$ cat src/include/dpc_pkg.sv
`default_nettype none
package dpc_pkg;
  // link command codes
  localparam int DPC_CMD_W = 4;
  localparam logic [3:0] DPC_CMD_GET_STATUS = 4'h0;
  localparam logic [3:0] DPC_CMD_RESET_ATTN = 4'h1;
  localparam logic [3:0] DPC_CMD_START_MOTOR = 4'h2;
  localparam logic [3:0] DPC_CMD_STOP_MOTOR = 4'h3;
  // standard status word
  localparam int DPC_STAT_W = 16;
  localparam int DPC_STAT_POR_BIT = 8;
  localparam int DPC_STAT_STOPPED_BIT = 9;
  // unit addressing: 3-bit code, positions 1..7, zero invalid
  localparam int DPC_UNIT_W = 3;
  localparam int DPC_MAX_UNITS = 7;
  // configuration switch bank: bit 0 is switch 1, a set bit is ON
  localparam int DPC_SW_W = 4;
  localparam int DPC_SW_MOTOR_CTL = 0;
  localparam int DPC_SW_FMT_LO = 1;
  localparam int DPC_SW_FMT_HI = 3;
  // format code {sw2, sw3, sw4}
  localparam logic [2:0] DPC_FMT_512_34 = 3'h6;
  localparam logic [2:0] DPC_FMT_512_35 = 3'h4;
  localparam logic [2:0] DPC_FMT_512_36 = 3'h2;
  localparam logic [2:0] DPC_FMT_256_64 = 3'h0;
  localparam logic [2:0] DPC_FMT_ADDR_MARK = 3'h7;
  localparam logic [9:0] DPC_BYTES_512 = 10'h200;
  localparam logic [9:0] DPC_BYTES_256 = 10'h100;
  localparam logic [6:0] DPC_SPT_34 = 7'h22;
  localparam logic [6:0] DPC_SPT_35 = 7'h23;
  localparam logic [6:0] DPC_SPT_36 = 7'h24;
  localparam logic [6:0] DPC_SPT_64 = 7'h40;
  // cycles after reset release before synchronised pins are trusted
  localparam logic [1:0] DPC_SYNC_WAIT = 2'h3;
  // host register map (byte addresses)
  localparam logic [7:0] DPC_REG_CTRL = 8'h00;
  localparam logic [7:0] DPC_REG_UNIT = 8'h04;
  localparam logic [7:0] DPC_REG_CMD = 8'h08;
  localparam logic [7:0] DPC_REG_STATUS = 8'h0C;
  localparam logic [7:0] DPC_REG_IRQ_STAT = 8'h10;
  localparam logic [7:0] DPC_REG_IRQ_MASK = 8'h14;
  localparam int DPC_CTRL_AUTO_BIT = 0;
  localparam logic DPC_CTRL_RST = 1'b1;
  localparam logic [2:0] DPC_UNIT_RST = 3'h1;
  localparam int DPC_ST_BUSY_BIT = 16;
  localparam int DPC_ST_ATTN_BIT = 17;
  // interrupt status bits
  localparam int DPC_IRQ_W = 4;
  localparam int DPC_IRQ_ATTN = 0;
  localparam int DPC_IRQ_SEQ = 1;
  localparam int DPC_IRQ_CMD = 2;
  localparam int DPC_IRQ_TMO = 3;
  localparam logic [3:0] DPC_IRQ_MASK_RST = 4'h0;
  localparam int DPC_ACK_TIMEOUT = 255;
endpackage : dpc_pkg
`default_nettype wire

$ cat src/include/dpc_if.sv
`timescale 1ns/1ns
`default_nettype none
interface dpc_if;
  logic [2:0] unit_sel;
  logic cmd_valid;
  logic [3:0] cmd_code;
  logic cmd_ack;
  logic attn;
  logic [15:0] status;
  modport drive (
    input unit_sel,
    input cmd_valid,
    input cmd_code,
    output cmd_ack,
    output attn,
    output status
  );
  modport host (
    output unit_sel,
    output cmd_valid,
    output cmd_code,
    input cmd_ack,
    input attn,
    input status
  );
endinterface : dpc_if
`default_nettype wire

$ cat src/verilog/dpc_host.sv
`timescale 1ns/1ns
`default_nettype none
module dpc_host #(
  parameter int ACK_TIMEOUT = dpc_pkg::DPC_ACK_TIMEOUT
) (
  // clock and reset
  input wire logic clk_i,
  input wire logic rst_i,
  // wishbone slave
  input wire logic wb_cyc_i,
  input wire logic wb_stb_i,
  input wire logic wb_we_i,
  input wire logic [7:0] wb_adr_i,
  input wire logic [31:0] wb_dat_i,
  input wire logic [3:0] wb_sel_i,
  output logic [31:0] wb_dat_o,
  output logic wb_ack_o,
  // interrupt
  output logic irq_o,
  // control cable
  dpc_if.host lnk
);
  import dpc_pkg::*;

  if (ACK_TIMEOUT < 2 || ACK_TIMEOUT > 255) begin : g_tmo_chk
    $error("dpc_host: ACK_TIMEOUT must lie in 2..255");
  end

  typedef enum logic [2:0] {HS_IDLE, HS_STAT, HS_RST, HS_START, HS_CMD} dpc_hstate_t;

  dpc_hstate_t state_r;
  logic auto_r;
  logic [2:0] unit_r;
  logic sw_req_r;
  logic [3:0] sw_code_r;
  logic [15:0] dstat_r;
  logic valid_r;
  logic [3:0] code_r;
  logic [7:0] tmo_r;
  logic attn_d_r;
  logic attn_pend_r;
  logic [DPC_IRQ_W-1:0] irq_stat_r;
  logic [DPC_IRQ_W-1:0] irq_mask_r;
  logic [DPC_IRQ_W-1:0] ev;
  logic wr;
  logic rd;
  logic cmd_wr;
  logic tmo_hit;
  logic take_attn;

  assign wr = wb_cyc_i && wb_stb_i && wb_we_i && !wb_ack_o && wb_sel_i[0];
  assign rd = wb_cyc_i && wb_stb_i && !wb_we_i && !wb_ack_o;
  assign cmd_wr = wr && (wb_adr_i == DPC_REG_CMD);
  assign tmo_hit = valid_r && !lnk.cmd_ack && (tmo_r == 8'(ACK_TIMEOUT));
  assign take_attn = (state_r == HS_IDLE) && auto_r && attn_pend_r;

  // bus handshake, one wait cycle
  always_ff @(posedge clk_i) begin
    if (rst_i) begin
      wb_ack_o <= 1'b0;
    end else begin
      wb_ack_o <= wb_cyc_i && wb_stb_i && !wb_ack_o;
    end
  end

  always_ff @(posedge clk_i) begin
    if (rst_i) begin
      wb_dat_o <= 32'h00000000;
    end else if (rd) begin
      case (wb_adr_i)
        DPC_REG_CTRL: wb_dat_o <= {31'h0, auto_r};
        DPC_REG_UNIT: wb_dat_o <= {29'h0, unit_r};
        DPC_REG_STATUS: wb_dat_o <= {14'h0, lnk.attn, (state_r != HS_IDLE), dstat_r};
        DPC_REG_IRQ_STAT: wb_dat_o <= {28'h0, irq_stat_r};
        DPC_REG_IRQ_MASK: wb_dat_o <= {28'h0, irq_mask_r};
        default: wb_dat_o <= 32'h00000000;
      endcase
    end
  end

  // configuration registers
  always_ff @(posedge clk_i) begin
    if (rst_i) begin
      auto_r <= DPC_CTRL_RST;
      unit_r <= DPC_UNIT_RST;
      irq_mask_r <= DPC_IRQ_MASK_RST;
    end else if (wr) begin
      case (wb_adr_i)
        DPC_REG_CTRL: auto_r <= wb_dat_i[DPC_CTRL_AUTO_BIT];
        DPC_REG_UNIT: unit_r <= wb_dat_i[2:0];
        DPC_REG_IRQ_MASK: irq_mask_r <= wb_dat_i[DPC_IRQ_W-1:0];
        default: auto_r <= auto_r;
      endcase
    end
  end

  // software command request, held until issued
  always_ff @(posedge clk_i) begin
    if (rst_i) begin
      sw_req_r <= 1'b0;
      sw_code_r <= 4'h0;
    end else if (cmd_wr) begin
      sw_req_r <= 1'b1;
      sw_code_r <= wb_dat_i[3:0];
    end else if (state_r == HS_IDLE && !take_attn) begin
      sw_req_r <= 1'b0;
    end
  end

  // attention rising edge latched until serviced
  always_ff @(posedge clk_i) begin
    if (rst_i) begin
      attn_d_r <= 1'b0;
      attn_pend_r <= 1'b0;
    end else begin
      attn_d_r <= lnk.attn;
      if (lnk.attn && !attn_d_r) begin
        attn_pend_r <= 1'b1;
      end else if (take_attn) begin
        attn_pend_r <= 1'b0;
      end
    end
  end

  // ack timeout
  always_ff @(posedge clk_i) begin
    if (rst_i || !valid_r || lnk.cmd_ack) begin
      tmo_r <= 8'h00;
    end else begin
      tmo_r <= tmo_r + 8'h01;
    end
  end

  // command sequencer
  always_ff @(posedge clk_i) begin
    if (rst_i) begin
      state_r <= HS_IDLE;
      valid_r <= 1'b0;
      code_r <= DPC_CMD_GET_STATUS;
      dstat_r <= 16'h0000;
    end else if (tmo_hit) begin
      valid_r <= 1'b0;
      state_r <= HS_IDLE;
    end else begin
      case (state_r)
        HS_IDLE: begin
          if (take_attn) begin
            valid_r <= 1'b1;
            code_r <= DPC_CMD_GET_STATUS;
            state_r <= HS_STAT;
          end else if (sw_req_r) begin
            valid_r <= 1'b1;
            code_r <= sw_code_r;
            state_r <= HS_CMD;
          end
        end
        HS_STAT: begin
          if (lnk.cmd_ack) begin
            dstat_r <= lnk.status;
            if (lnk.status[DPC_STAT_POR_BIT]) begin
              code_r <= DPC_CMD_RESET_ATTN;
              state_r <= HS_RST;
            end else begin
              valid_r <= 1'b0;
              state_r <= HS_IDLE;
            end
          end
        end
        HS_RST: begin
          if (lnk.cmd_ack) begin
            code_r <= DPC_CMD_START_MOTOR;
            state_r <= HS_START;
          end
        end
        HS_START, HS_CMD: begin
          if (lnk.cmd_ack) begin
            valid_r <= 1'b0;
            dstat_r <= lnk.status;
            state_r <= HS_IDLE;
          end
        end
        default: begin
          valid_r <= 1'b0;
          state_r <= HS_IDLE;
        end
      endcase
    end
  end

  // events, sticky status, write one to clear, set wins
  always_comb begin
    ev = '0;
    ev[DPC_IRQ_ATTN] = lnk.attn && !attn_d_r;
    ev[DPC_IRQ_SEQ] = (state_r == HS_START) && lnk.cmd_ack && !tmo_hit;
    ev[DPC_IRQ_CMD] = (state_r == HS_CMD) && lnk.cmd_ack && !tmo_hit;
    ev[DPC_IRQ_TMO] = tmo_hit;
  end

  always_ff @(posedge clk_i) begin
    if (rst_i) begin
      irq_stat_r <= '0;
    end else if (wr && wb_adr_i == DPC_REG_IRQ_STAT) begin
      irq_stat_r <= (irq_stat_r & ~wb_dat_i[DPC_IRQ_W-1:0]) | ev;
    end else begin
      irq_stat_r <= irq_stat_r | ev;
    end
  end

  assign irq_o = |(irq_stat_r & irq_mask_r);
  assign lnk.unit_sel = unit_r;
  assign lnk.cmd_valid = valid_r;
  assign lnk.cmd_code = code_r;
endmodule : dpc_host
`default_nettype wire

$ cat src/flat_wrapper.sv
// flat-port wrapper written by rule: the top's interface ports become plain ports
module dpc_host_flat import dpc_pkg::*;
#(
  parameter int ACK_TIMEOUT = dpc_pkg::DPC_ACK_TIMEOUT
)
  (clk_i, rst_i, wb_cyc_i, wb_stb_i, wb_we_i, wb_adr_i, wb_dat_i, wb_sel_i, wb_dat_o, wb_ack_o, irq_o, lnk_unit_sel, lnk_cmd_valid, lnk_cmd_code, lnk_cmd_ack, lnk_attn, lnk_status);
  dpc_if lnk_i ();
  input wire logic clk_i;
  input wire logic rst_i;
  input wire logic wb_cyc_i;
  input wire logic wb_stb_i;
  input wire logic wb_we_i;
  input wire logic [7:0] wb_adr_i;
  input wire logic [31:0] wb_dat_i;
  input wire logic [3:0] wb_sel_i;
  output logic [31:0] wb_dat_o;
  output logic wb_ack_o;
  output logic irq_o;
  output wire logic [$bits(lnk_i.unit_sel)-1:0] lnk_unit_sel;
  output wire logic [$bits(lnk_i.cmd_valid)-1:0] lnk_cmd_valid;
  output wire logic [$bits(lnk_i.cmd_code)-1:0] lnk_cmd_code;
  input wire logic [$bits(lnk_i.cmd_ack)-1:0] lnk_cmd_ack;
  input wire logic [$bits(lnk_i.attn)-1:0] lnk_attn;
  input wire logic [$bits(lnk_i.status)-1:0] lnk_status;
  assign lnk_unit_sel = lnk_i.unit_sel;
  assign lnk_cmd_valid = lnk_i.cmd_valid;
  assign lnk_cmd_code = lnk_i.cmd_code;
  assign lnk_i.cmd_ack = lnk_cmd_ack;
  assign lnk_i.attn = lnk_attn;
  assign lnk_i.status = lnk_status;
  dpc_host #(.ACK_TIMEOUT(ACK_TIMEOUT)) u_core (.clk_i(clk_i), .rst_i(rst_i), .wb_cyc_i(wb_cyc_i), .wb_stb_i(wb_stb_i), .wb_we_i(wb_we_i), .wb_adr_i(wb_adr_i), .wb_dat_i(wb_dat_i), .wb_sel_i(wb_sel_i), .wb_dat_o(wb_dat_o), .wb_ack_o(wb_ack_o), .irq_o(irq_o), .lnk(lnk_i));
endmodule
$ cat config.mk
export PLATFORM = sky130hd
export DESIGN_NAME = dpc_host_flat
export DESIGN_NICKNAME = d
export VERILOG_FILES = /design/src/include/dpc_pkg.sv /design/src/include/dpc_if.sv /design/src/verilog/dpc_host.sv /design/src/flat_wrapper.sv
export SDC_FILE = /design/constraint.sdc
export NUM_CORES = 1
export LEC_CHECK = 0
export ABC_AREA = 0
export BUFFER_PORTS_ARGS = -buffer_cell sky130_fd_sc_hd__clkbuf_2
export CAP_MARGIN = 10
export CORE_UTILIZATION = 45
export CTS_CLUSTER_DIAMETER = 120
export DETAILED_ROUTE_END_ITERATION = 8
export PLACE_DENSITY = 0.75
export SLEW_MARGIN = 20
export SYNTH_ARGS = -nofsm -noshare
export SYNTH_HDL_FRONTEND = slang
export SYNTH_SLANG_ARGS = --single-unit
$ cat constraint.sdc
create_clock -name clk_i -period 1.65 [get_ports clk_i]
set_input_delay 0.165 -clock clk_i [delete_from_list [all_inputs] [get_ports clk_i]]
set_output_delay 0.165 -clock clk_i [all_outputs]
set_load 0.03 [all_outputs]
# Word-level counts from Yosys, hierarchy flattened
# Cells that the tools add are included.
# W data, S select, Z words.
dict set report totals {
  ram_bits 0
  rom_bits 0
  n_memories 0
  reg_bits 84
  output_inout_bits 42
  word_cells 109
  latchBits 0
  in_bits 67
}
dict set report op_classes {
  bitwise_logic 7
  magnitude_cmp 0
  add_sub_neg 1
  n_div 0
  n_mux 25
  eq_ne 16
  shift 0
  n_mul 0
  reduce_logical 45
}
# operator n
set op_table {}
lappend op_table {{$pmux W18 S5} 1}
lappend op_table {{$mux W4} 6}
lappend op_table {{$logic_and A1 B1 Y1} 19}
lappend op_table {{$eq A8 B4 Y1 const B} 2}
lappend op_table {{$eq A8 B5 Y1 const B} 2}
lappend op_table {{$mux W3} 5}
lappend op_table {{$pmux W3 S4} 1}
lappend op_table {{$pmux W4 S3} 1}
lappend op_table {{$ne A2 B2 Y1 const B} 5}
lappend op_table {{$mux W1} 9}
lappend op_table {{$add A8 B1 Y8 const B} 1}
lappend op_table {{$and A4 B4 Y4} 2}
lappend op_table {{$eq A8 B3 Y1 const B} 1}
lappend op_table {{$eq A8 B8 Y1 const B} 1}
lappend op_table {{$logic_not A8 Y1} 1}
lappend op_table {{$or A4 B4 Y4} 2}
lappend op_table {{$logic_not A1 Y1} 7}
lappend op_table {{$eq A3 B2 Y1 const B} 2}
lappend op_table {{$reduce_and A2 Y1} 3}
lappend op_table {{$reduce_and A6 Y1} 1}
lappend op_table {{$reduce_bool A3 Y1} 2}
lappend op_table {{$reduce_and A5 Y1} 1}
lappend op_table {{$not A4 Y4} 1}
lappend op_table {{$pmux W1 S4} 1}
lappend op_table {{other kinds (13)} 17}

# Depth between registers and ports, before layout
# Gate-level depths: netlist of run 1.
dict set report logic_depth {
  ltp_word 7
  depth_mapped 6
  ltp_nobuf 5
}

# Worst setup path before layout of run 1
# No wires, ideal clock.
dict set report synth_path {
  path_kind {in2reg}
  start {in wb_adr_i[5]}
  end {reg u_core.irq_stat_r[1]}
  setup_time_ps 128
  cell_stages 5
  slack_ps -87
  n_path_buf 1
  required_time_ps 1522
  t_arrival_ps 1608
  cell_sequence {or4_4 > or3_4 > buf_6 > o41ai_2 > a21oi_1}
}
dict set report synth_via {
  elab_chain_cells 3
}
# element line_no
set synth_lines {}
lappend synth_lines {{start: declaration} flat_wrapper.sv:13} ;# input wire logic [7:0] wb_adr_i;
lappend synth_lines {{$eq A8 B5 Y1} dpc_host.sv:202} ;# end else if (wr && wb_adr_i == DPC_REG_IRQ_STAT) begin
lappend synth_lines {{$logic_and A1 B1 Y1} dpc_host.sv:202}
lappend synth_lines {{$mux W4} dpc_host.sv:202}
lappend synth_lines {{end signal: assignment} dpc_host.sv:203} ;# irq_stat_r <= (irq_stat_r & ~wb_dat_i[DPC_IRQ_W-1:0]) | ev;
lappend synth_lines {{end signal: assignment} dpc_host.sv:205} ;# irq_stat_r <= irq_stat_r | ev;
lappend synth_lines {{end: declaration} dpc_host.sv:42} ;# logic [DPC_IRQ_W-1:0] irq_stat_r;
# No other way between the ends.
# A chain may end at the register's enable or synchronous reset.

# Final worst setup path of run 1
dict set report layout_path {
  start {reg u_core.wb_ack_o}
  end {reg u_core.auto_r}
}
dict set report layout_via {
  elab_chain_cells 4
}
# element line_no
set layout_lines {}
lappend layout_lines {{start: declaration} dpc_host.sv:17} ;# output logic wb_ack_o,
lappend layout_lines {{start signal: assignment} dpc_host.sv:62} ;# wb_ack_o <= wb_cyc_i && wb_stb_i && !wb_ack_o;
lappend layout_lines {{$logic_not A1 Y1} dpc_host.sv:51} ;# assign wr = wb_cyc_i && wb_stb_i && wb_we_i && !wb_ack_o && wb_sel_i[0];
lappend layout_lines {{$logic_and A1 B1 Y1 (2 in series)} dpc_host.sv:51}
lappend layout_lines {{$reduce_and A2 Y1 (no line)} n/a}
lappend layout_lines {{end signal: assignment} dpc_host.sv:89} ;# DPC_REG_CTRL: auto_r <= wb_dat_i[DPC_CTRL_AUTO_BIT];
lappend layout_lines {{end signal: assignment} dpc_host.sv:92} ;# default: auto_r <= auto_r;
lappend layout_lines {{end: declaration} dpc_host.sv:32} ;# logic auto_r;
# No other way between the ends.

==> results of run 1 <==
==> per-stage QoR <==
| step | instances | hold WS, ns | total power, mW | instance area (um2) | TNS [ns] |
|---|---|---|---|---|---|
| floorplan | 377 | 0.275 | 2.05 | 3280 | -0.101 |
| global placement | 523 | 0.396 | 2.13 | 3660 | -1.20 |
| detailed placement | 523 | 0.402 | 2.14 | 3660 | -2.39 |
| CTS | 539 | 0.0339 | 3.83 | 3910 | 0 |
| global route | 539 | 0.0418 | 3.94 | 3920 | 0 |
| finish | 539 | 0.0491 | 3.79 | 3920 | 0 |
==> cell usage after synthesis, types with 10 or more instances <==
cell,number,share of area
sky130_fd_sc_hd__dfxtp_1,70,0.43
sky130_fd_sc_hd__mux2i_1,22,0.068
sky130_fd_sc_hd__nor2_1,45,0.052
sky130_fd_sc_hd__clkbuf_1,10,0.012
sky130_fd_sc_hd__nand2_1,21,0.024
sky130_fd_sc_hd__o21ai_0,22,0.034
sky130_fd_sc_hd__nand4_1,10,0.019
sky130_fd_sc_hd__a22oi_1,17,0.039
sky130_fd_sc_hd__nor2b_1,11,0.021
sky130_fd_sc_hd__buf_4,14,0.032
sky130_fd_sc_hd__a21oi_1,28,0.043
sky130_fd_sc_hd__nand3_1,11,0.017
==> cell families after synthesis <==
| kind of cell | after synthesis |
|---|---|
| and+or+nand+nor | 134 |
| muxes | 28 |
| AOI/OAI and AO/OA | 83 |
| buffers and inverters | 42 |
| other | 1 |
| adders and majority gates | 1 |
| DFF | 70 |
| xor gates and xnor gates | 5 |
==> registers in the layout, indices dropped and copies added, names as in the netlist <==
register,flops
u_core.auto_r,1
u_core.lnk.cmd_valid,1
u_core.dstat_r,16
u_core.lnk.cmd_code,4
u_core.irq_mask_r,4
u_core.wb_dat_o,18
u_core.attn_pend_r,1
u_core.tmo_r,8
u_core.state_r,3
u_core.lnk.unit_sel,3
u_core.attn_d_r,1
u_core.sw_req_r,1
u_core.wb_ack_o,1
u_core.irq_stat_r,4
u_core.sw_code_r,4
==> path summary, 6_finish.rpt <==
path	end	slack, ns	depth (start not counted)
setup / recovery	u_core.auto_r	0.08	4
hold / removal	u_core.dstat_r[0]	0.05	3
setup reg to reg	u_core.auto_r	0.08	4
hold reg to reg	u_core.wb_dat_o[0]	0.46	2
==> routing by layer <==
layer | share of wire | routed length (um) | up-vias
met3 | 0.085 | 639 | 7
li1 | - | - | 1410
met5 | 0 | 0 | -
met2 | 0.45 | 3370 | 110
met1 | 0.46 | 3410 | 1333
met4 | 0.0084 | 63 | 0
==> where the power goes <==
part	leakage (nW)	internal [mW]	switching (mW)
clock	0.124	1.01	0.669
sequential	0.566	1.72	0.0259
combinational	1.01	0.139	0.225
total	1.70	2.87	0.920
==> worst min-delay path: cells and delay by family <==
kind / cells / cell delay (ns)
AND/OR/NAND/NOR: 1 / 0.07
buffers and inverters: 1 / 0.08
multiplexers: 1 / 0.05
==> area by class of cell <==
cell class,count,area share
Timing Repair Buffer,85,0.129
Inverter,7,0.00671
Multi-Input combinational cell,265,0.413
Tap cell,96,0.0307
Clock inverter,7,0.0310
Clock buffer,9,0.0316
Sequential cell,70,0.358
==> load_flow_metrics.sql, run 1 <==
INSERT INTO impl_metrics (metric_group, metric, value, unit) VALUES
('die', 'floorplan.die_area', '7530', 'um2'),
('drt', 'route.vias.total', '2860', ''),
('setup_path', 'critical_path.endpoint_type', 'register', ''),
('setup_path', 'worst-setup-path-type', 'reg2reg', ''),
('die', 'start_util', '0.471', ''),
('die', 'dieHeight', '86.8', 'um'),
('logic_synthesis', 'synth_ff_type', 'sky130_fd_sc_hd__dfxtp_1', ''),
('clock_tree', 'cts-buffers-inserted', '9', ''),
('logic_synthesis', 'combinational_family_with_the_most_area_after_synthesis', 'simple AND/OR/NAND/NOR gates', ''),
('setup_path', 'critical_path.n_buffers_inverters', '0', ''),
('die', 'die_w', '86.8', 'um'),
('logic_synthesis', 'yosys.cell_types.count', '54', ''),
('clock_tree', 'worst_setup_hold_path_clk_slew', '0.08', 'ns'),
('logic_synthesis', 'yosys.area_share.adder', '0.00387', ''),
('logic_synthesis', 'post_synth_mux_area_share', '0.0889', ''),
('status', 'status', 'completed', ''),
('setup_path', 'critical_path.startpoint_type', 'register', ''),
('global_routing', 'gr_util_met2', '0.315', ''),
('logic_synthesis', 'synth-seq-area-share', '0.433', ''),
('logic_synthesis', 'synth-compound-area-share', '0.159', ''),
('sta', 'fin_crit_sh', '0.950', ''),
('clock_tree', 'cts_resized', '0', ''),
('drt', 'vias_per_cell', '5.31', ''),
('clock_tree', 'root_buffer', 'sky130_fd_sc_hd__clkbuf_8', ''),
('job', 'cap_viol_max_count', '0', ''),
('hold_path', 'path_type_of_the_worst_min_delay_path', 'in2reg', ''),
('layout', 'nFillCells', '653', ''),
('setup_path', 'slowest_stage', 'sky130_fd_sc_hd__or3_4', ''),
('power', 'max_vdd_drop', '0.524', 'mV'),
('sta', 'timing.final.setup_violations', '0', ''),
('drt', 'detailedRoute.firstPassIterationCount', '4', ''),
('layout', 'layout_commonest_cell', 'sky130_fd_sc_hd__dfxtp_1', ''),
('global_routing', 'globalRouteOverflowTotal', '0', ''),
('die', 'floorplan.io_pins', '109', ''),
('logic_synthesis', 'synthesized_area', '3240', 'um2'),
('setup_path', 'cp_max_fo', '6', ''),
('setup_path', 'critPathLaunch', 'u_core.wb_ack_o', ''),
('placement', 'detailed_place_hpwl', '5400', 'um'),
('layout', 'post-route-util', '0.570', ''),
('clock_tree', 'post_cts_buffers', '0', ''),
('drt', 'detail-route-antenna-nets', '0', ''),
('setup_path', 'critical_path.top_delay_family', 'simple AND/OR/NAND/NOR gates', ''),
('drt', 'avgRoutedWirePerCell', '13.9', 'um'),
('layout', 'syn_to_final_growth', '21.0', '%'),
('layout', 'layout.cells.most_common_list', '70 x sky130_fd_sc_hd__dfxtp_1, 63 x sky130_fd_sc_hd__clkbuf_2, 45 x sky130_fd_sc_hd__nor2_1', ''),
('clock_tree', 'clk-insertion-delay-late', '0.35', 'ns'),
('layout', 'layout.area.seq', '1400', 'um2'),
('die', 'rows', '30', ''),
('logic_synthesis', 'count_of_flip_flops_with_a_built_in_enable_after_synthesis', '0', ''),
('layout', 'nNetsFinal', '506', ''),
('sta', 'worst_slack_setup_final', '0.0817', 'ns'),
('setup_path', 'critical_path.max_stage_delay', '0.42', 'ns'),
('sta', 'fin_skew', '0.00798', 'ns'),
('logic_synthesis', 'synth_simple_gate_area_share', '0.215', ''),
('die', 'fp.coreArea', '6870', 'um2'),
('drt', 'violation_count_after_the_first_detailed_routing_iteration', '260', ''),
('clock_tree', 'cts-root-to-sink-buffers', '2', ''),
('layout', 'layout-drive-gt1-share', '0.260', ''),
('sta', 'unrepaired_setup_endpoints_after_global_routing', 'false', ''),
('clock_tree', 'tritoncts', 'yes', ''),
('global_routing', 'gr-max-usage-layer', 'met2', ''),
('sta', 'report.final.hold_viol_count', '0', ''),
('setup_path', 'reg2reg_from', 'u_core.wb_ack_o', ''),
('logic_synthesis', 'synthCells', '364', ''),
('placement', 'portBuffers', '63', ''),
('clock_tree', 'htree_levels', '3', ''),
('drt', 'dr_drc_count', '0', ''),
('power', 'p_per_area', '967', 'nW/um2'),
('setup_path', 'worstPathRequired', '1.85', 'ns'),
('global_routing', 'number_of_global_route_vias_before_repair', '2661', ''),
('sta', 'max_clock_freq', '0.638', 'GHz');
No activity file was read; power rests on OpenSTA's default activity.
==> inputs of run 2 (changes only) <==
--- a/config.mk
+++ b/config.mk
@@ -8,10 +8,13 @@
 export ABC_AREA = 0
 export BUFFER_PORTS_ARGS = -buffer_cell sky130_fd_sc_hd__clkbuf_2
 export CAP_MARGIN = 10
-export CORE_UTILIZATION = 45
+export CELL_PAD_IN_SITES_DETAIL_PLACEMENT = 1
+export CELL_PAD_IN_SITES_GLOBAL_PLACEMENT = 1
+export CORE_MARGIN = 8
+export CORE_UTILIZATION = 33
 export CTS_CLUSTER_DIAMETER = 120
 export DETAILED_ROUTE_END_ITERATION = 8
-export PLACE_DENSITY = 0.75
+export PLACE_DENSITY = 0.76
 export SLEW_MARGIN = 20
 export SYNTH_ARGS = -nofsm -noshare
 export SYNTH_HDL_FRONTEND = slang
==> load_flow_metrics.sql, run 2 (synthesis gave the netlist of run 1 again) <==
INSERT INTO impl_metrics (metric_group, metric, value, unit) VALUES
('placement', 'portBuffers', '63', ''),
('setup_path', 'slowest_stage', 'sky130_fd_sc_hd__dfxtp_1', ''),
('power', 'power_switching', '0.950', 'mW'),
('power', 'sequentialPowerShare', '0.490', ''),
('sta', 'hold_slack', '0.0443', 'ns'),
('layout', 'nFillCells', '1200', ''),
('placement', 'detailed_place_hpwl', '6940', 'um'),
('clock_tree', 'cts_hold_buf', '0', ''),
('drt', 'vias_per_cell', '5.04', ''),
('sta', 'report.final.hold_viol_count', '0', ''),
('die', 'fp.coreArea', '9640', 'um2'),
('hold_path', 'path_type_of_the_worst_min_delay_path', 'in2reg', ''),
('drt', 'detailedRoute.firstPassIterationCount', '4', ''),
('sta', 'unrepaired_setup_endpoints_after_global_routing', 'false', ''),
('global_routing', 'grt_pass1_wl', '15100', 'um'),
('clock_tree', 'tritoncts', 'yes', ''),
('setup_path', 'arrival', '1.81', 'ns'),
('layout', 'largest_reg_flops', '18', ''),
('setup_path', 'ff2ff_path_depth', '5', ''),
('setup_path', 'worstPathRequired', '1.89', 'ns'),
('die', 'start_util', '0.336', ''),
('layout', 'n_antenna_cell', '0', ''),
('sta', 'fin_crit_sh', '0.950', ''),
('setup_path', 'worstPathCellList', 'ha_1 -> and3_1 -> nand4_1 -> nand3_2 -> mux2_2', ''),
('drt', 'route.vias.total', '2902', ''),
('power', 'pwr-share-comb', '0.107', ''),
('drt', 'violation_count_after_the_first_detailed_routing_iteration', '78', ''),
('clock_tree', 'worst_setup_hold_path_clk_slew', '0.08', 'ns'),
('clock_tree', 'cts-buffers-inserted', '9', ''),
('layout', 'layout_commonest_cell', 'sky130_fd_sc_hd__dfxtp_1', ''),
('sta', 'fin_skew', '0.00874', 'ns'),
('layout', 'layout.cells.most_common_list', '70 x sky130_fd_sc_hd__dfxtp_1, 63 x sky130_fd_sc_hd__clkbuf_2, 45 x sky130_fd_sc_hd__nor2_1', ''),
('die', 'rows', '36', ''),
('setup_path', 'worst-setup-path-type', 'reg2reg', ''),
('power', 'power_switching_share', '0.267', ''),
('global_routing', 'number_of_global_route_vias_before_repair', '3088', ''),
('die', 'floorplan.io_pins', '109', ''),
('placement', 'placed_cells', '560', ''),
('layout', 'reg.largest.list', 'u_core.wb_dat_o x18, u_core.dstat_r x16, u_core.tmo_r x8', ''),
('layout', 'layout-drive-gt1-share', '0.262', ''),
('die', 'floorplan.die_area', '13200', 'um2'),
('sta', 'period_minus_slack', '1.57', 'ns'),
('global_routing', 'grt_start_max_net_pins', '30', ''),
('drt', 'avgRoutedWirePerCell', '16.1', 'um'),
('drt', 'detail-route-antenna-nets', '0', ''),
('die', 'dieHeight', '115', 'um'),
('sta', 'max_clock_freq', '0.638', 'GHz'),
('setup_path', 'cp_max_fo', '3', ''),
('clock_tree', 'cts-root-to-sink-buffers', '2', ''),
('power', 'max_vdd_drop', '0.428', 'mV'),
('drt', 'postRouteWirelength', '9270', 'um'),
('hold_path', 'holdPathStages', '3', ''),
('clock_tree', 'root_buffer', 'sky130_fd_sc_hd__clkbuf_8', ''),
('setup_path', 'critical_path.endpoint_type', 'register', ''),
('sta', 'totalNegativeSetupSlack', '0', 'ns'),
('placement', 'gpl.final_weighted_congestion', '0.802', ''),
('power', 'clock_power_share', '0.403', ''),
('sta', 'timing.final.setup_violations', '0', ''),
('layout', 'syn_to_final_growth', '21.5', '%'),
('sta', 'drv_slew', '0', ''),
('die', 'die_w', '115', 'um'),
('clock_tree', 'cts.sink_count', '70', ''),
('global_routing', 'grt_usage', '0.144', ''),
('power', 'power.static_leakage', '1.69', 'nW'),
('status', 'status', 'completed', ''),
('setup_path', 'reg2reg_setup_slack', '0.08', 'ns'),
('layout', 'nNetsFinal', '506', ''),
('layout', 'multi_input_comb_area', '1620', 'um2'),
('layout', 'layout.area.seq', '1400', 'um2'),
('global_routing', 'globalRouteOverflowTotal', '0', ''),
('setup_path', 'critical_path.max_stage_delay', '0.37', 'ns'),
('layout', 'registers.top_by_ff_count', 'u_core.wb_dat_o', ''),
('clock_tree', 'htree_levels', '3', ''),
('setup_path', 'critical_path.startpoint_type', 'register', ''),
('power', 'p_int', '2.61', 'mW'),
('clock_tree', 'clk-insertion-delay-late', '0.35', 'ns'),
('global_routing', 'antenna_found_initial', '0', ''),
('job', 'cap_viol_max_count', '0', ''),
('power', 'p_per_area', '905', 'nW/um2'),
('layout', 'final-instance-count-excl-fill', '576', ''),
('drt', 'dr_drc_count', '0', '');
==> run 2: worst paths after layout <==
| check | to | start |
|---|---|---|
| setup / recovery | u_core.lnk.cmd_code[1] | u_core.tmo_r[1] |
| hold / removal | u_core.dstat_r[0] | lnk_status[0] |
| setup reg to reg | u_core.lnk.cmd_code[1] | u_core.tmo_r[1] |
| hold reg to reg | u_core.lnk.cmd_code[2] | u_core.sw_code_r[2] |
==> run 2: area by class of cell <==
type,instances,share of cell area
multi-input cells,265,0.413
flip-flops and latches,70,0.356
repair buffers,85,0.129
well taps,133,0.0423
clock buffers,10,0.0350
clock inverters,6,0.0178
inverters,7,0.00668
==> run 2: metal layers <==
layer / vias to the layer above / GRT usage / share of wire
met5: - / 0 / 0
met4: 0 / 0.0665 / 0.014
met3: 9 / 0.0494 / 0.071
met2: 72 / 0.228 / 0.47
met1: 1405 / 0.171 / 0.44
li1: 1416 / - / -
==> run 2: metrics by stage <==
stage	area [um2]	total power, mW	utilization	setup slack, ns
2_1_floorplan	3280	2.05	-	-0.0700
4_1_cts	3920	3.60	0.406	0.0192
5_1_grt	3930	3.72	0.408	0.0114
6_report	3930	3.56	0.408	0.0827
3_5_place_dp	3710	2.16	0.385	-0.184
3_3_place_gp	3710	2.14	0.385	-0.157
==> run 2: worst max-delay path, delay by kind of cell (launching register included) <==
| family | cells | cell delay (ns) |
|---|---|---|
| simple gates | 3 | 0.57 |
| flops | 1 | 0.37 |
| mux | 1 | 0.34 |
| fa+ha+maj | 1 | 0.19 |
==> run 2: power groups by stage <==
stage / clock network (mW) / registers [mW] / logic, mW
detailed placement: 0 / 1.78 / 0.373
global route: 1.56 / 1.75 / 0.418
floorplan: 0 / 1.78 / 0.266
finish: 1.43 / 1.74 / 0.381
CTS: 1.48 / 1.74 / 0.377
global placement: 0 / 1.78 / 0.364
==> run 2: repair_timing <==
| item | 4_1_cts | 5_1_grt |
|---|---|---|
| setup endpoints to repair | 1 | 4 |
| pin swaps | 0 | 0 |
| buffers inserted | 0 | 0 |
| gates resized for setup | 1 | 3 |
